[src/inc/iacs_map.vh]
// register offsets, field positions, reset values and timing counts of the channel sequencer
`ifndef IACS_MAP_VH
`define IACS_MAP_VH
`define IACS_ADR_CFG 8'h00
`define IACS_ADR_MUX 8'h04
`define IACS_ADR_STAT 8'h08
`define IACS_ADR_REF 8'h0C
`define IACS_ADR_DAT 8'h10
`define IACS_ADR_CONV 8'h14
`define IACS_CFG_CDS 4
`define IACS_CFG_3CH 5
`define IACS_MUX_BLUE 4
`define IACS_MUX_GREEN 5
`define IACS_MUX_RED 6
`define IACS_MUX_ORDER 7
`define IACS_CFG_RST 9'h0_0F8
`define IACS_MUX_RST 9'h0_0C0
`define IACS_LATENCY 2'h3
`define IACS_CH_RED 2'h0
`define IACS_CH_GREEN 2'h1
`define IACS_CH_BLUE 2'h2
`endif

[src/core/iacs_sequencer.v]
// channel multiplexer sequencer with sampling capture and wishbone register file
`timescale 1ns/1ps
`default_nettype none
`include "iacs_map.vh"

// What this block does
// - data strobe rising edge resets the sequence to the first slot of the order; the multiplexer follows at the next conversion rise.
// - three-channel CORRELATED_DOUBLE_SAMPLING red-first: first conversion rise after strobe selects red.
// - each conversion clock rising edge, except the first after a strobe, advances to the next enabled channel.
// - converter samples the multiplexer output on each conversion clock falling edge.
// - data strobe falling edge captures data level on all active channels.
// - in CORRELATED_DOUBLE_SAMPLING, reference strobe fall captures reference; output is reference minus data.
// - six modes from channel count and sampling method, chosen only by registers.
// - converted data appears three conversion clock cycles after sampling.
// - two-channel mode when the three-channel bit is cleared and exactly two channel-select bits are set.
// - two-channel pairs RG, RB, GB; order bit high puts upper colour first.
// - one-channel mode holds the multiplexer fixed on the selected channel.
// - sample-and-hold keeps clamp off and samples against the offset input.
// - sampling-method bit set selects CORRELATED_DOUBLE_SAMPLING, cleared selects sample-and-hold.
// - channel-select bits: highest red, middle green, lowest blue; set enables.
// - order bit cleared makes the strobe reset the multiplexer to blue first in three-channel mode.
module iacs_sequencer #(
	parameter DW = 16
) (
	// system
	input wire clk,
	input wire arst_n,
	// wishbone slave
	input wire wb_cyc_i,
	input wire wb_stb_i,
	input wire wb_we_i,
	input wire [7:0] wb_adr_i,
	input wire [3:0] wb_sel_i,
	input wire [31:0] wb_dat_i,
	output reg [31:0] wb_dat_o,
	output reg wb_ack_o,
	// sampling strobes from timing controller
	input wire reference_sample_strobe,
	input wire data_sample_strobe,
	input wire conversion_clock,
	// per-channel input levels, red green blue
	input wire [DW-1:0] vin_red,
	input wire [DW-1:0] vin_green,
	input wire [DW-1:0] vin_blue,
	input wire [DW-1:0] offset_level,
	// outputs
	output reg [1:0] mux_channel_r,
	output reg [DW-1:0] conv_data_r,
	output reg [1:0] conv_channel_r,
	output reg conv_valid_r,
	output reg clamp_enable_r,
	output reg mode_error_r
);
	localparam [2:0] ST_FIRST = 3'b001;
	localparam [2:0] ST_SECOND = 3'b010;
	localparam [2:0] ST_THIRD = 3'b100;

	reg [8:0] cfg_r;
	reg [8:0] mux_cfg_r;
	reg ref_d_r;
	reg dat_d_r;
	reg conv_d_r;
	reg [2:0] state_r;
	reg [2:0] state_nxt;

	// hold registers per channel, indexed red, green, blue
	reg [DW-1:0] ref_hold_r [0:2];
	reg [DW-1:0] dat_hold_r [0:2];
	reg [DW-1:0] pipe_data_r [0:2];
	reg [1:0] pipe_ch_r [0:2];
	reg [2:0] pipe_vld_r;

	reg [1:0] slot_ch [0:2];
	reg [1:0] nchan;
	integer i;

	wire cds_on = cfg_r[`IACS_CFG_CDS];
	wire three_on = cfg_r[`IACS_CFG_3CH];
	wire order_rgb = mux_cfg_r[`IACS_MUX_ORDER];
	wire sel_r = mux_cfg_r[`IACS_MUX_RED];
	wire sel_g = mux_cfg_r[`IACS_MUX_GREEN];
	wire sel_b = mux_cfg_r[`IACS_MUX_BLUE];
	// count of enabled channels picks two- or one-channel operation
	wire [1:0] sel_count = {1'b0, sel_r} + {1'b0, sel_g} + {1'b0, sel_b};
	wire bad_mode = !three_on && (sel_count == 2'd0 || sel_count == 2'd3);

	// pins are taken as synchronous: one delayed copy finds edges, no synchroniser
	function edge_of;
		input now;
		input prev;
		input rising;
		begin
			edge_of = rising ? (now && !prev) : (!now && prev);
		end
	endfunction

	wire dat_rise = edge_of(data_sample_strobe, dat_d_r, 1'b1);
	wire dat_fall = edge_of(data_sample_strobe, dat_d_r, 1'b0);
	wire ref_fall = edge_of(reference_sample_strobe, ref_d_r, 1'b0);
	wire conv_rise = edge_of(conversion_clock, conv_d_r, 1'b1);
	wire conv_fall = edge_of(conversion_clock, conv_d_r, 1'b0);

	function [1:0] chan_of;
		input [1:0] idx;
		input [1:0] first;
		input [1:0] second;
		input [1:0] third;
		begin
			case (idx)
				2'd0: chan_of = first;
				2'd1: chan_of = second;
				default: chan_of = third;
			endcase
		end
	endfunction

	// slot table built from mode and order bits
	always @* begin
		nchan = 2'd3;
		slot_ch[0] = `IACS_CH_RED;
		slot_ch[1] = `IACS_CH_GREEN;
		slot_ch[2] = `IACS_CH_BLUE;
		if (three_on) begin
			nchan = 2'd3;
			if (!order_rgb) begin
				slot_ch[0] = `IACS_CH_BLUE;
				slot_ch[2] = `IACS_CH_RED;
			end
		end else if (sel_count == 2'd2) begin
			nchan = 2'd2;
			// upper-listed pair first when order set, else reversed
			if (!sel_b) begin
				slot_ch[0] = `IACS_CH_RED;
				slot_ch[1] = `IACS_CH_GREEN;
			end else if (!sel_g) begin
				slot_ch[0] = `IACS_CH_RED;
				slot_ch[1] = `IACS_CH_BLUE;
			end else begin
				slot_ch[0] = `IACS_CH_GREEN;
				slot_ch[1] = `IACS_CH_BLUE;
			end
			if (!order_rgb) begin
				slot_ch[2] = slot_ch[0];
				slot_ch[0] = slot_ch[1];
				slot_ch[1] = slot_ch[2];
			end
			// third slot repeats the first so a stray rise never picks a disabled channel
			slot_ch[2] = slot_ch[0];
		end else begin
			// one select bit; zero or three land here too and are flagged
			nchan = 2'd1;
			slot_ch[0] = sel_r ? `IACS_CH_RED : (sel_g ? `IACS_CH_GREEN : `IACS_CH_BLUE);
			slot_ch[1] = slot_ch[0];
			slot_ch[2] = slot_ch[0];
		end
	end

	// multiplexer advance, wraps after the last enabled slot
	// a strobe rise outranks a conversion rise in the same clock
	always @* begin
		state_nxt = state_r;
		if (dat_rise)
			state_nxt = ST_FIRST;
		else if (conv_rise) begin
			case (state_r)
				ST_FIRST: state_nxt = (nchan == 2'd1) ? ST_FIRST : ST_SECOND;
				ST_SECOND: state_nxt = (nchan == 2'd3) ? ST_THIRD : ST_FIRST;
				ST_THIRD: state_nxt = ST_FIRST;
				default: state_nxt = ST_FIRST;
			endcase
		end
	end

	// one-hot state to slot index
	function [1:0] idx_of;
		input [2:0] st;
		begin
			case (st)
				ST_SECOND: idx_of = 2'd1;
				ST_THIRD: idx_of = 2'd2;
				default: idx_of = 2'd0;
			endcase
		end
	endfunction

	// the strobe rise only arms; the next conversion rise selects slot one
	// without advancing, so the first slot of the order is converted first
	reg armed_r;
	wire [1:0] cur_idx = idx_of(state_r);

	always @(posedge clk or negedge arst_n) begin
		if (!arst_n) begin
			ref_d_r <= 1'b0;
			dat_d_r <= 1'b0;
			conv_d_r <= 1'b0;
			state_r <= ST_FIRST;
			armed_r <= 1'b0;
			mux_channel_r <= 2'h0;
			clamp_enable_r <= 1'b1;
			mode_error_r <= 1'b0;
		end else begin
			ref_d_r <= reference_sample_strobe;
			dat_d_r <= data_sample_strobe;
			conv_d_r <= conversion_clock;
			// clamp only in correlated double sampling
			clamp_enable_r <= cds_on;
			mode_error_r <= bad_mode;
			if (dat_rise) begin
				state_r <= ST_FIRST;
				armed_r <= 1'b1;
			end else if (conv_rise && armed_r) begin
				armed_r <= 1'b0;
				mux_channel_r <= slot_ch[0];
			end else begin
				state_r <= state_nxt;
				if (conv_rise)
					mux_channel_r <= chan_of(idx_of(state_nxt), slot_ch[0], slot_ch[1], slot_ch[2]);
			end
		end
	end

	// pixel capture on strobe falls; sample-and-hold references the offset input
	// in sample-and-hold the offset holds track continuously, so a change into it needs no extra strobe
	always @(posedge clk or negedge arst_n) begin
		if (!arst_n) begin
			for (i = 0; i < 3; i = i + 1) begin
				ref_hold_r[i] <= {DW{1'b0}};
				dat_hold_r[i] <= {DW{1'b0}};
			end
		end else begin
			if (cds_on && ref_fall) begin
				ref_hold_r[0] <= vin_red;
				ref_hold_r[1] <= vin_green;
				ref_hold_r[2] <= vin_blue;
			end else if (!cds_on) begin
				ref_hold_r[0] <= offset_level;
				ref_hold_r[1] <= offset_level;
				ref_hold_r[2] <= offset_level;
			end
			if (dat_fall) begin
				dat_hold_r[0] <= vin_red;
				dat_hold_r[1] <= vin_green;
				dat_hold_r[2] <= vin_blue;
			end
		end
	end

	// a negative difference clips to zero instead of wrapping to full scale
	function [DW-1:0] diff;
		input [DW-1:0] a;
		input [DW-1:0] b;
		begin
			diff = (a > b) ? a - b : {DW{1'b0}};
		end
	endfunction

	// converter samples on conversion fall, result after three conversion clock cycles
	// the pipe moves only on conversion falls: latency counts conversion cycles
	always @(posedge clk or negedge arst_n) begin
		if (!arst_n) begin
			for (i = 0; i < 3; i = i + 1) begin
				pipe_data_r[i] <= {DW{1'b0}};
				pipe_ch_r[i] <= 2'h0;
			end
			pipe_vld_r <= 3'h0;
			conv_data_r <= {DW{1'b0}};
			conv_channel_r <= 2'h0;
			conv_valid_r <= 1'b0;
		end else begin
			conv_valid_r <= 1'b0;
			if (conv_fall) begin
				pipe_data_r[0] <= cds_on ? diff(ref_hold_r[mux_channel_r], dat_hold_r[mux_channel_r]) :
					diff(dat_hold_r[mux_channel_r], ref_hold_r[mux_channel_r]);
				pipe_ch_r[0] <= mux_channel_r;
				pipe_vld_r[0] <= !bad_mode;
				pipe_data_r[1] <= pipe_data_r[0];
				pipe_ch_r[1] <= pipe_ch_r[0];
				pipe_data_r[2] <= pipe_data_r[1];
				pipe_ch_r[2] <= pipe_ch_r[1];
				pipe_vld_r[2:1] <= pipe_vld_r[1:0];
				conv_data_r <= pipe_data_r[2];
				conv_channel_r <= pipe_ch_r[2];
				// gated here too: samples taken before a bad write still sit in the pipe
				conv_valid_r <= pipe_vld_r[2] && !bad_mode;
			end
		end
	end

	// wishbone slave, one wait state free, ack one cycle after request
	// ack low in the test keeps a held request from being taken twice
	wire wb_req = wb_cyc_i && wb_stb_i && !wb_ack_o;
	wire hit_cfg = (wb_adr_i == `IACS_ADR_CFG);
	wire hit_mux = (wb_adr_i == `IACS_ADR_MUX);
	// status: slot index, selected channel, channel count, clamp, error
	wire [31:0] stat_word = {24'h00_0000, cur_idx, mux_channel_r, nchan, clamp_enable_r, mode_error_r};

	always @(posedge clk or negedge arst_n) begin
		if (!arst_n) begin
			wb_ack_o <= 1'b0;
			wb_dat_o <= 32'h0000_0000;
			// power-on: red first, three channels, correlated double sampling
			cfg_r <= `IACS_CFG_RST;
			mux_cfg_r <= `IACS_MUX_RST;
		end else begin
			wb_ack_o <= wb_req;
			if (wb_req && wb_we_i) begin
				// modes change only here, never from pins; lanes two and three are unused
				if (hit_cfg) begin
					if (wb_sel_i[0]) cfg_r[7:0] <= wb_dat_i[7:0];
					if (wb_sel_i[1]) cfg_r[8] <= wb_dat_i[8];
				end
				if (hit_mux) begin
					if (wb_sel_i[0]) mux_cfg_r[7:0] <= wb_dat_i[7:0];
					if (wb_sel_i[1]) mux_cfg_r[8] <= wb_dat_i[8];
				end
			end
			// read data is registered with the ack, so it stands while ack is high
			if (wb_req && !wb_we_i) begin
				case (wb_adr_i)
					`IACS_ADR_CFG: wb_dat_o <= {23'h00_0000, cfg_r};
					`IACS_ADR_MUX: wb_dat_o <= {23'h00_0000, mux_cfg_r};
					`IACS_ADR_STAT: wb_dat_o <= stat_word;
					`IACS_ADR_REF: wb_dat_o <= {{(32-DW){1'b0}}, ref_hold_r[mux_channel_r]};
					`IACS_ADR_DAT: wb_dat_o <= {{(32-DW){1'b0}}, dat_hold_r[mux_channel_r]};
					`IACS_ADR_CONV: wb_dat_o <= {14'h0000, conv_channel_r, conv_data_r};
					default: wb_dat_o <= 32'h0000_0000;
				endcase
			end
		end
	end
endmodule // iacs_sequencer
`default_nettype wire

[config.mk]
export PLATFORM = sky130hd
export DESIGN_NAME = iacs_sequencer
export DESIGN_NICKNAME = d
export VERILOG_FILES = /design/src/core/iacs_sequencer.v
export VERILOG_INCLUDE_DIRS = /design/src /design/src/inc
export SDC_FILE = /design/constraint.sdc
export NUM_CORES = 1
export LEC_CHECK = 0
export BUFFER_PORTS_ARGS = -buffer_cell sky130_fd_sc_hd__buf_2
export CORE_ASPECT_RATIO = 0.9
export CORE_MARGIN = 4
export CORE_UTILIZATION = 45
export CTS_CLUSTER_DIAMETER = 80
export DETAILED_ROUTE_END_ITERATION = 8
export GPL_TIMING_DRIVEN = 1
export PLACE_DENSITY = 0.7
export SLEW_MARGIN = 5
export SYNTH_ARGS = -nofsm -noshare
export SYNTH_HDL_FRONTEND = slang
export SYNTH_SLANG_ARGS = --single-unit
export TNS_END_PERCENT = 100
[constraint.sdc]
create_clock -name clk -period 4.95 [get_ports clk]
set_clock_uncertainty 0.05 [all_clocks]
set_input_delay 0.99 -clock clk [delete_from_list [all_inputs] [get_ports clk]]
set_output_delay 0.99 -clock clk [all_outputs]
set_load 0.1 [all_outputs]
* Yosys cells after proc, flatten, opt, wreduce, memory -nomap -nowiden
Index checks and enable logic that the tools add are counted.
** Cells by class
- $add $sub $neg :: 4
- $mul :: 0
- Divide/modulo/power cells :: 0
- $lt $le $gt $ge :: 3
- Eq/ne operators :: 17
- Shift-type cells :: 0
- Muxes and demuxes :: 43
- Bitwise operators :: 2
- Reduce and logical (&&, ||, !) cells :: 33
** Operators with widths (number)
- 16-bit 2-to-1 mux :: 7
- 18-bit one-hot mux with 6 select lines :: 1
- 48-bit 2-to-1 mux :: 2
- 16-bit binary-select mux with 2-bit select :: 2
- 16-bit greater-than comparator :: 2
- 16-bit subtractor :: 2
- 2-bit 2-to-1 mux :: 15
- 3-bit 2-to-1 mux :: 7
- 8-bit by 4-bit equality test with 1-bit output, second input constant :: 2
- 8-bit by 5-bit equality test with 1-bit output, second input constant :: 2
- 1-bit logical AND :: 13
- 6-bit 2-to-1 mux :: 2
- 2-bit one-hot mux with 2 select lines :: 3
- 3-bit AND reduction :: 4
- 1-bit zero test :: 9
- 8-bit by 3-bit equality test with 1-bit output, second input constant :: 1
- 8-bit zero test :: 1
- 2-bit equality test, second input constant :: 3
- 3-bit by 2-bit equality test with 1-bit output, second input constant :: 2
- 3-bit equality test, second input constant :: 2
- 3-bit one-hot mux with 2 select lines :: 1
- 2-bit by 1-bit equality test with 1-bit output, second input constant :: 2
- 2-bit zero test :: 2
- 2-bit nonzero test :: 2
- other kinds (11) :: 13
** Word-level totals
- Flip-flop bits (word level) :: 234
- Latch bits :: 0
- Memory bits (writable) :: 0
- ROM bits :: 0
- Output and inout bits :: 56
- Memories kept :: 0

* Depth between registers and ports, before layout
- Depth after elaboration :: 19
- Mapped depth :: 18
- Mapped depth without buffers :: 14

* Worst setup path before layout
No wires, ideal clock.
- Path kind :: register to register
- From :: register mux_channel_r[0]
- To :: register pipe_data_r[41] (netlist name)
- Setup time :: 121 ps
- Arrival time :: 4277 ps
- Path slack :: 502 ps
- Cell stages (with the launch flop) :: 16
- Period minus slack after synthesis :: 4448 ps
- Cells stage by stage :: dfrtp_1 buf_2 buf_2 buf_2 mux2i_1 o21ai_0 ha_1 inv_1 fa_1 a21oi_1 o2111a_1 a211oi_1 o31ai_2 nor2_2 a221o_1 a22o_1
** On the way
- Word-level cells in the longest chain between the ends :: 7
- Elaborated cells between the ends (all ways) :: 14
- Those cells by class :: add/sub (2); order compare (2); mux (9); bitwise (1)
** RTL lines
- start: declaration :: line iacs_sequencer.v:47 : output reg [1:0] mux_channel_r,
- start signal: assignment :: line iacs_sequencer.v:213 : mux_channel_r <= slot_ch[0];
- start signal: assignment :: line iacs_sequencer.v:217 : mux_channel_r <= chan_of(idx_of(state_nxt), slot_ch[0], slot_ch[1], slot_ch[2]);
- 2-bit NOT with 3-bit output (implied by the code) * :: line iacs_sequencer.v:272, iacs_sequencer.v:273
- 16-bit binary-select mux with 2-bit select :: line iacs_sequencer.v:272, iacs_sequencer.v:273
- 16-bit 2-to-1 mux (implied by the code) (2 in a row) :: line iacs_sequencer.v:272, iacs_sequencer.v:273
- 16-bit subtractor / 16-bit greater-than comparator (equally long branches) :: line iacs_sequencer.v:253 : diff = (a > b) ? a - b : {DW{1'b0}};
- 16-bit 2-to-1 mux :: line iacs_sequencer.v:253
- 16-bit 2-to-1 mux * :: line iacs_sequencer.v:272 : pipe_data_r[0] <= cds_on ? diff(ref_hold_r[mux_channel_r], dat_hold_r[mux_channel_r]) :
- end signal: indexed assignment :: line iacs_sequencer.v:262 : pipe_data_r[i] <= {DW{1'b0}};
- end: declaration :: line iacs_sequencer.v:69 : reg [DW-1:0] pipe_data_r [0:2];
Mark *: on every way between the ends. The rest lies on a longest branch, timed or not. The select of a mux whose other input is x is not followed.
A chain may end at the register's enable or synchronous reset.

* Worst setup path after layout
- From :: register mux_channel_r[0]
- To :: register pipe_data_r[39] (netlist name)
The elaborated chain is that of the path after synthesis.

==> results.md <==
- The run finished with clean final reports.
- Power spread over the standard cell area amounts to 441 mW/mm^2.
- The floorplan die area is 0.0290 sq mm.
- The final hold slack is 0.402 ns.
- The floorplan die width is 179 um.
- The number of max-slew violations in the final report is 0.
- CTS built an H-tree with a depth of 1.
- The main flop type after synthesis is dfrtp_1.
- Compared with the post-synthesis result, the final layout area differs by 14.0%.
- In this run the cell area of the synthesized design comes to 0.0119 sq mm.
- The detailed router finished its first iteration with 741 violations.
- The count of clock tree sinks is 220.
- Before CTS, the worst setup slack after placement is 0.834 ns.
- After routing, the total negative slack on setup checks comes to 0 ns.
- The final worst slack is 0.761 ns.
- The critical path start-end classification is flip-flop to flip-flop.
- The worst-case IR drop observed on VDD is 0.000268 V.
- In this run the tool buffered the top-level ports with 132 buffer cells.
- Clock-pin slew was measured on the worst setup and hold paths at 0.06 ns.
- The slew at the pin closest to its max-slew limit is 1.14 ns.
- The register bit total from synthesis is 220.
- The floorplan core area is 0.0260 sq mm.
- Gates resized during post-CTS repair numbered 0.
- For this configuration, the core starts out at a cell density of 45.6%.
- The sum of internal, switching and leakage power is 5960 uW.
- The site row count is 56.
- The Yosys step of the flow raised 0 warnings.
- The I/O pin total is 172.
- The worst setup path is captured at a flip-flop.
- The max-cap violation count is 0.
- Counting instances, the worst hold path has a depth of 2.
- The required time of the critical path is 5.34 ns.
- The initial antenna violation count is 0.
- The number of inserted filler cells in the final layout is 2394.
- The number of global-route vias before repair is 9370.
- The synthesized design contains 0 enable-type register cells.
- For this run, design rule violations remaining after detail routing come to 0.
- The data arrival time of the critical path is 4.57 ns.
- Setup violations remaining at the end of the flow were counted as 0.
- Clock tree synthesis inserted a total of 25 buffers.
- Counting distinct cell types in the post-synthesis netlist gives 84.
- The TritonCTS clock tree is yes.
- Clock latency on the worst-skew pair, taken at its later pin, is 0.53 ns.
- The global-route total usage across every layer is 21.1%.
- Before antenna repair, the detailed router went through 5 iterations.
- The vertical die dimension is 162 um.
- The top cell types in the final layout, fill and taps aside, are nand2_1 (352), dfrtp_1 (210), buf_2 (131).
- The routed length per placed instance is 17.5 um.
- The cts-stage hold buffer count is 0.
- The routed layout has 9670 vias.
- In this run the tightest slew margin relative to its limit is 24.2%.
- STA classifies the critical path startpoint as a flip-flop.
- The count of nets after finishing is 1545.
- The leftover overflow at the end of global routing is 0.
- The async set-reset flop share out of synthesis is 100%.
- For this block, the routed nets add up to 30800 um of wire.
- Dividing the synthesized area by the synthesized cell count gives 9.18 sq um.
- The final antenna diode count is 0.
- Entering global routing, the biggest net connects 104 pins.
- The share of the clock period used by the worst path after layout is 84.6%.
- The number of endpoints with negative hold slack in the final report is 0.
- The wire-length estimate of the detail-placed layout is 22200 um.
- After synthesis, flip-flops and latches occupy 46.5% of the total area.
- The post-CTS repair timing setup buffer count is 0.
- In this run the worst path has a maximum fanout of 15.
- The leakage component of the power is 0.00649 uW.
- For the worst flop-to-flop path, the logic depth is 12.
- The via density per instance is 5.50.
- The worst path needs 4.19 ns of the cycle, external delays included.
- Synthesis handed over a netlist of 1292 instances.
- The wire length of the first global-routing pass is 49700 um.
- The count of antenna-violating nets left after detailed routing is 0.
- Cells with a size suffix above 1 make up 21.5% of the layout.
- The final weighted congestion in routability-driven placement is 0.851.
- The number of buffers on the longest clock path is 3.
- Setup repair after global routing left no endpoint under its margin.
- The peak clock frequency supported by timing is 239 MHz.
- The tree is rooted in a clkbuf_16.
- Leaving out fill and tap cells, the most frequent cell in the layout is nand2_1.
- The class of the tightest hold or removal check is flip-flop to flip-flop.
[per-stage QoR]
stage | area (sq um) | instances | utilization, %
after floorplan | 11900 | 1305 | -
after global placement | 12700 | 1713 | 48.9
after detailed placement | 12700 | 1713 | 48.9
after CTS | 13500 | 1758 | 52.0
after global routing | 13500 | 1758 | 52.0
final | 13500 | 1758 | 52.0
[synthesized netlist by cell type, types with 4 or more instances]
library cell,number,share of area [%]
nor2_1,66,2.1
o221ai_1,5,0.37
o31ai_2,5,0.53
a221o_1,7,0.59
o21ai_0,53,2.2
nand2_1,352,11
or2_2,4,0.21
mux2i_1,35,3.0
buf_4,21,1.3
nand4_1,6,0.32
o21a_1,5,0.32
mux2_2,68,6.5
dfstp_2,9,2.0
a22oi_1,5,0.32
buf_2,8,0.34
nand3_1,12,0.51
o221a_1,4,0.38
o221a_2,5,0.47
a221oi_1,12,0.89
nor2b_1,11,0.58
clkbuf_1,36,1.1
nand2b_1,11,0.58
or3_1,5,0.26
dfrtp_1,211,45
o22ai_1,12,0.63
ha_1,34,3.6
o31ai_1,7,0.44
a21oi_1,56,2.4
buf_1,19,0.60
a211oi_1,7,0.44
o21ai_1,8,0.34
a31oi_1,54,2.8
inv_1,52,1.6
nor3_1,15,0.63
[area by class of cell]
cell class | count | area [sq um] | share of cell area, %
clock buffers | 34 | 699 | 5.17
well taps | 348 | 435 | 3.22
repair buffers | 150 | 818 | 6.05
clock inverters | 11 | 114 | 0.842
inverters | 52 | 195 | 1.44
flip-flops and latches | 220 | 5520 | 40.8
multi-input cells | 943 | 5740 | 42.5
[final timing paths]
check,start,end,slack (ns)
min in group asynchronous,arst_n,pipe_vld_r[1],0.46
hold reg to reg,pipe_data_r[23],pipe_data_r[7],0.40
setup reg to reg,mux_channel_r[0],pipe_data_r[39],0.76
hold / removal,pipe_data_r[23],pipe_data_r[7],0.40
setup / recovery,mux_channel_r[0],pipe_data_r[39],0.76
max in group asynchronous,arst_n,dat_hold_r[41],3.41
[registers in the layout, summed over array words and instances, names as in the netlist]
signal and count:
state_r 3, cfg_r 9, armed_r 1, dat_d_r 1, pipe_ch_r 6, wb_dat_o 18, conv_valid_r 1, conv_d_r 1
mux_channel_r 2, mux_cfg_r 9, conv_channel_r 2, ref_d_r 1, pipe_vld_r 3, conv_data_r 16, dat_hold_r 48, mode_error_r 1
ref_hold_r 48, clamp_enable_r 1, pipe_data_r 48, wb_ack_o 1
[cell families after synthesis]
group                      Yosys count  share of synthesized area (%)
and+or+nand+nor                    510                           18.4
AOI/OAI and AO/OA                  276                           15.6
DFF                                220                           46.5
buffers and inverters              142                           5.69
muxes                              103                           9.41
adders and majority gates           37                           4.09
xor gates and xnor gates             3                          0.222
other                                1                         0.0316
[where the power goes]
part / switching, uW / internal [uW] / leakage, uW
sequential: 197 / 2110 / 0.00273
clock: 726 / 1090 / 0.000399
combinational: 1250 / 580 / 0.00336
[worst max-delay path, cell delays in order, from the launching register on]
cell and delay, ns:
dfrtp_2 0.56, buf_4 0.35, mux2i_1 0.12, o21ai_0 0.54, inv_1 0.11, ha_1 0.40
nand3_1 0.19, o2111a_1 0.34, a211oi_1 0.35, o31a_1 0.43, nand2_2 0.21, o221a_2 0.35
o21ai_1 0.11
[metal layers]
| layer | vias to the layer above | wire [um] | GRT usage [%] |
|---|---|---|---|
| met5 | - | 0 | 0 |
| met4 | 0 | 553 | 4.88 |
| met3 | 42 | 1940 | 3.44 |
| met2 | 242 | 13600 | 32.1 |
| met1 | 4718 | 14700 | 31.7 |
| li1 | 4668 | - | - |
Note: power is estimated with default switching activity, not from simulation.
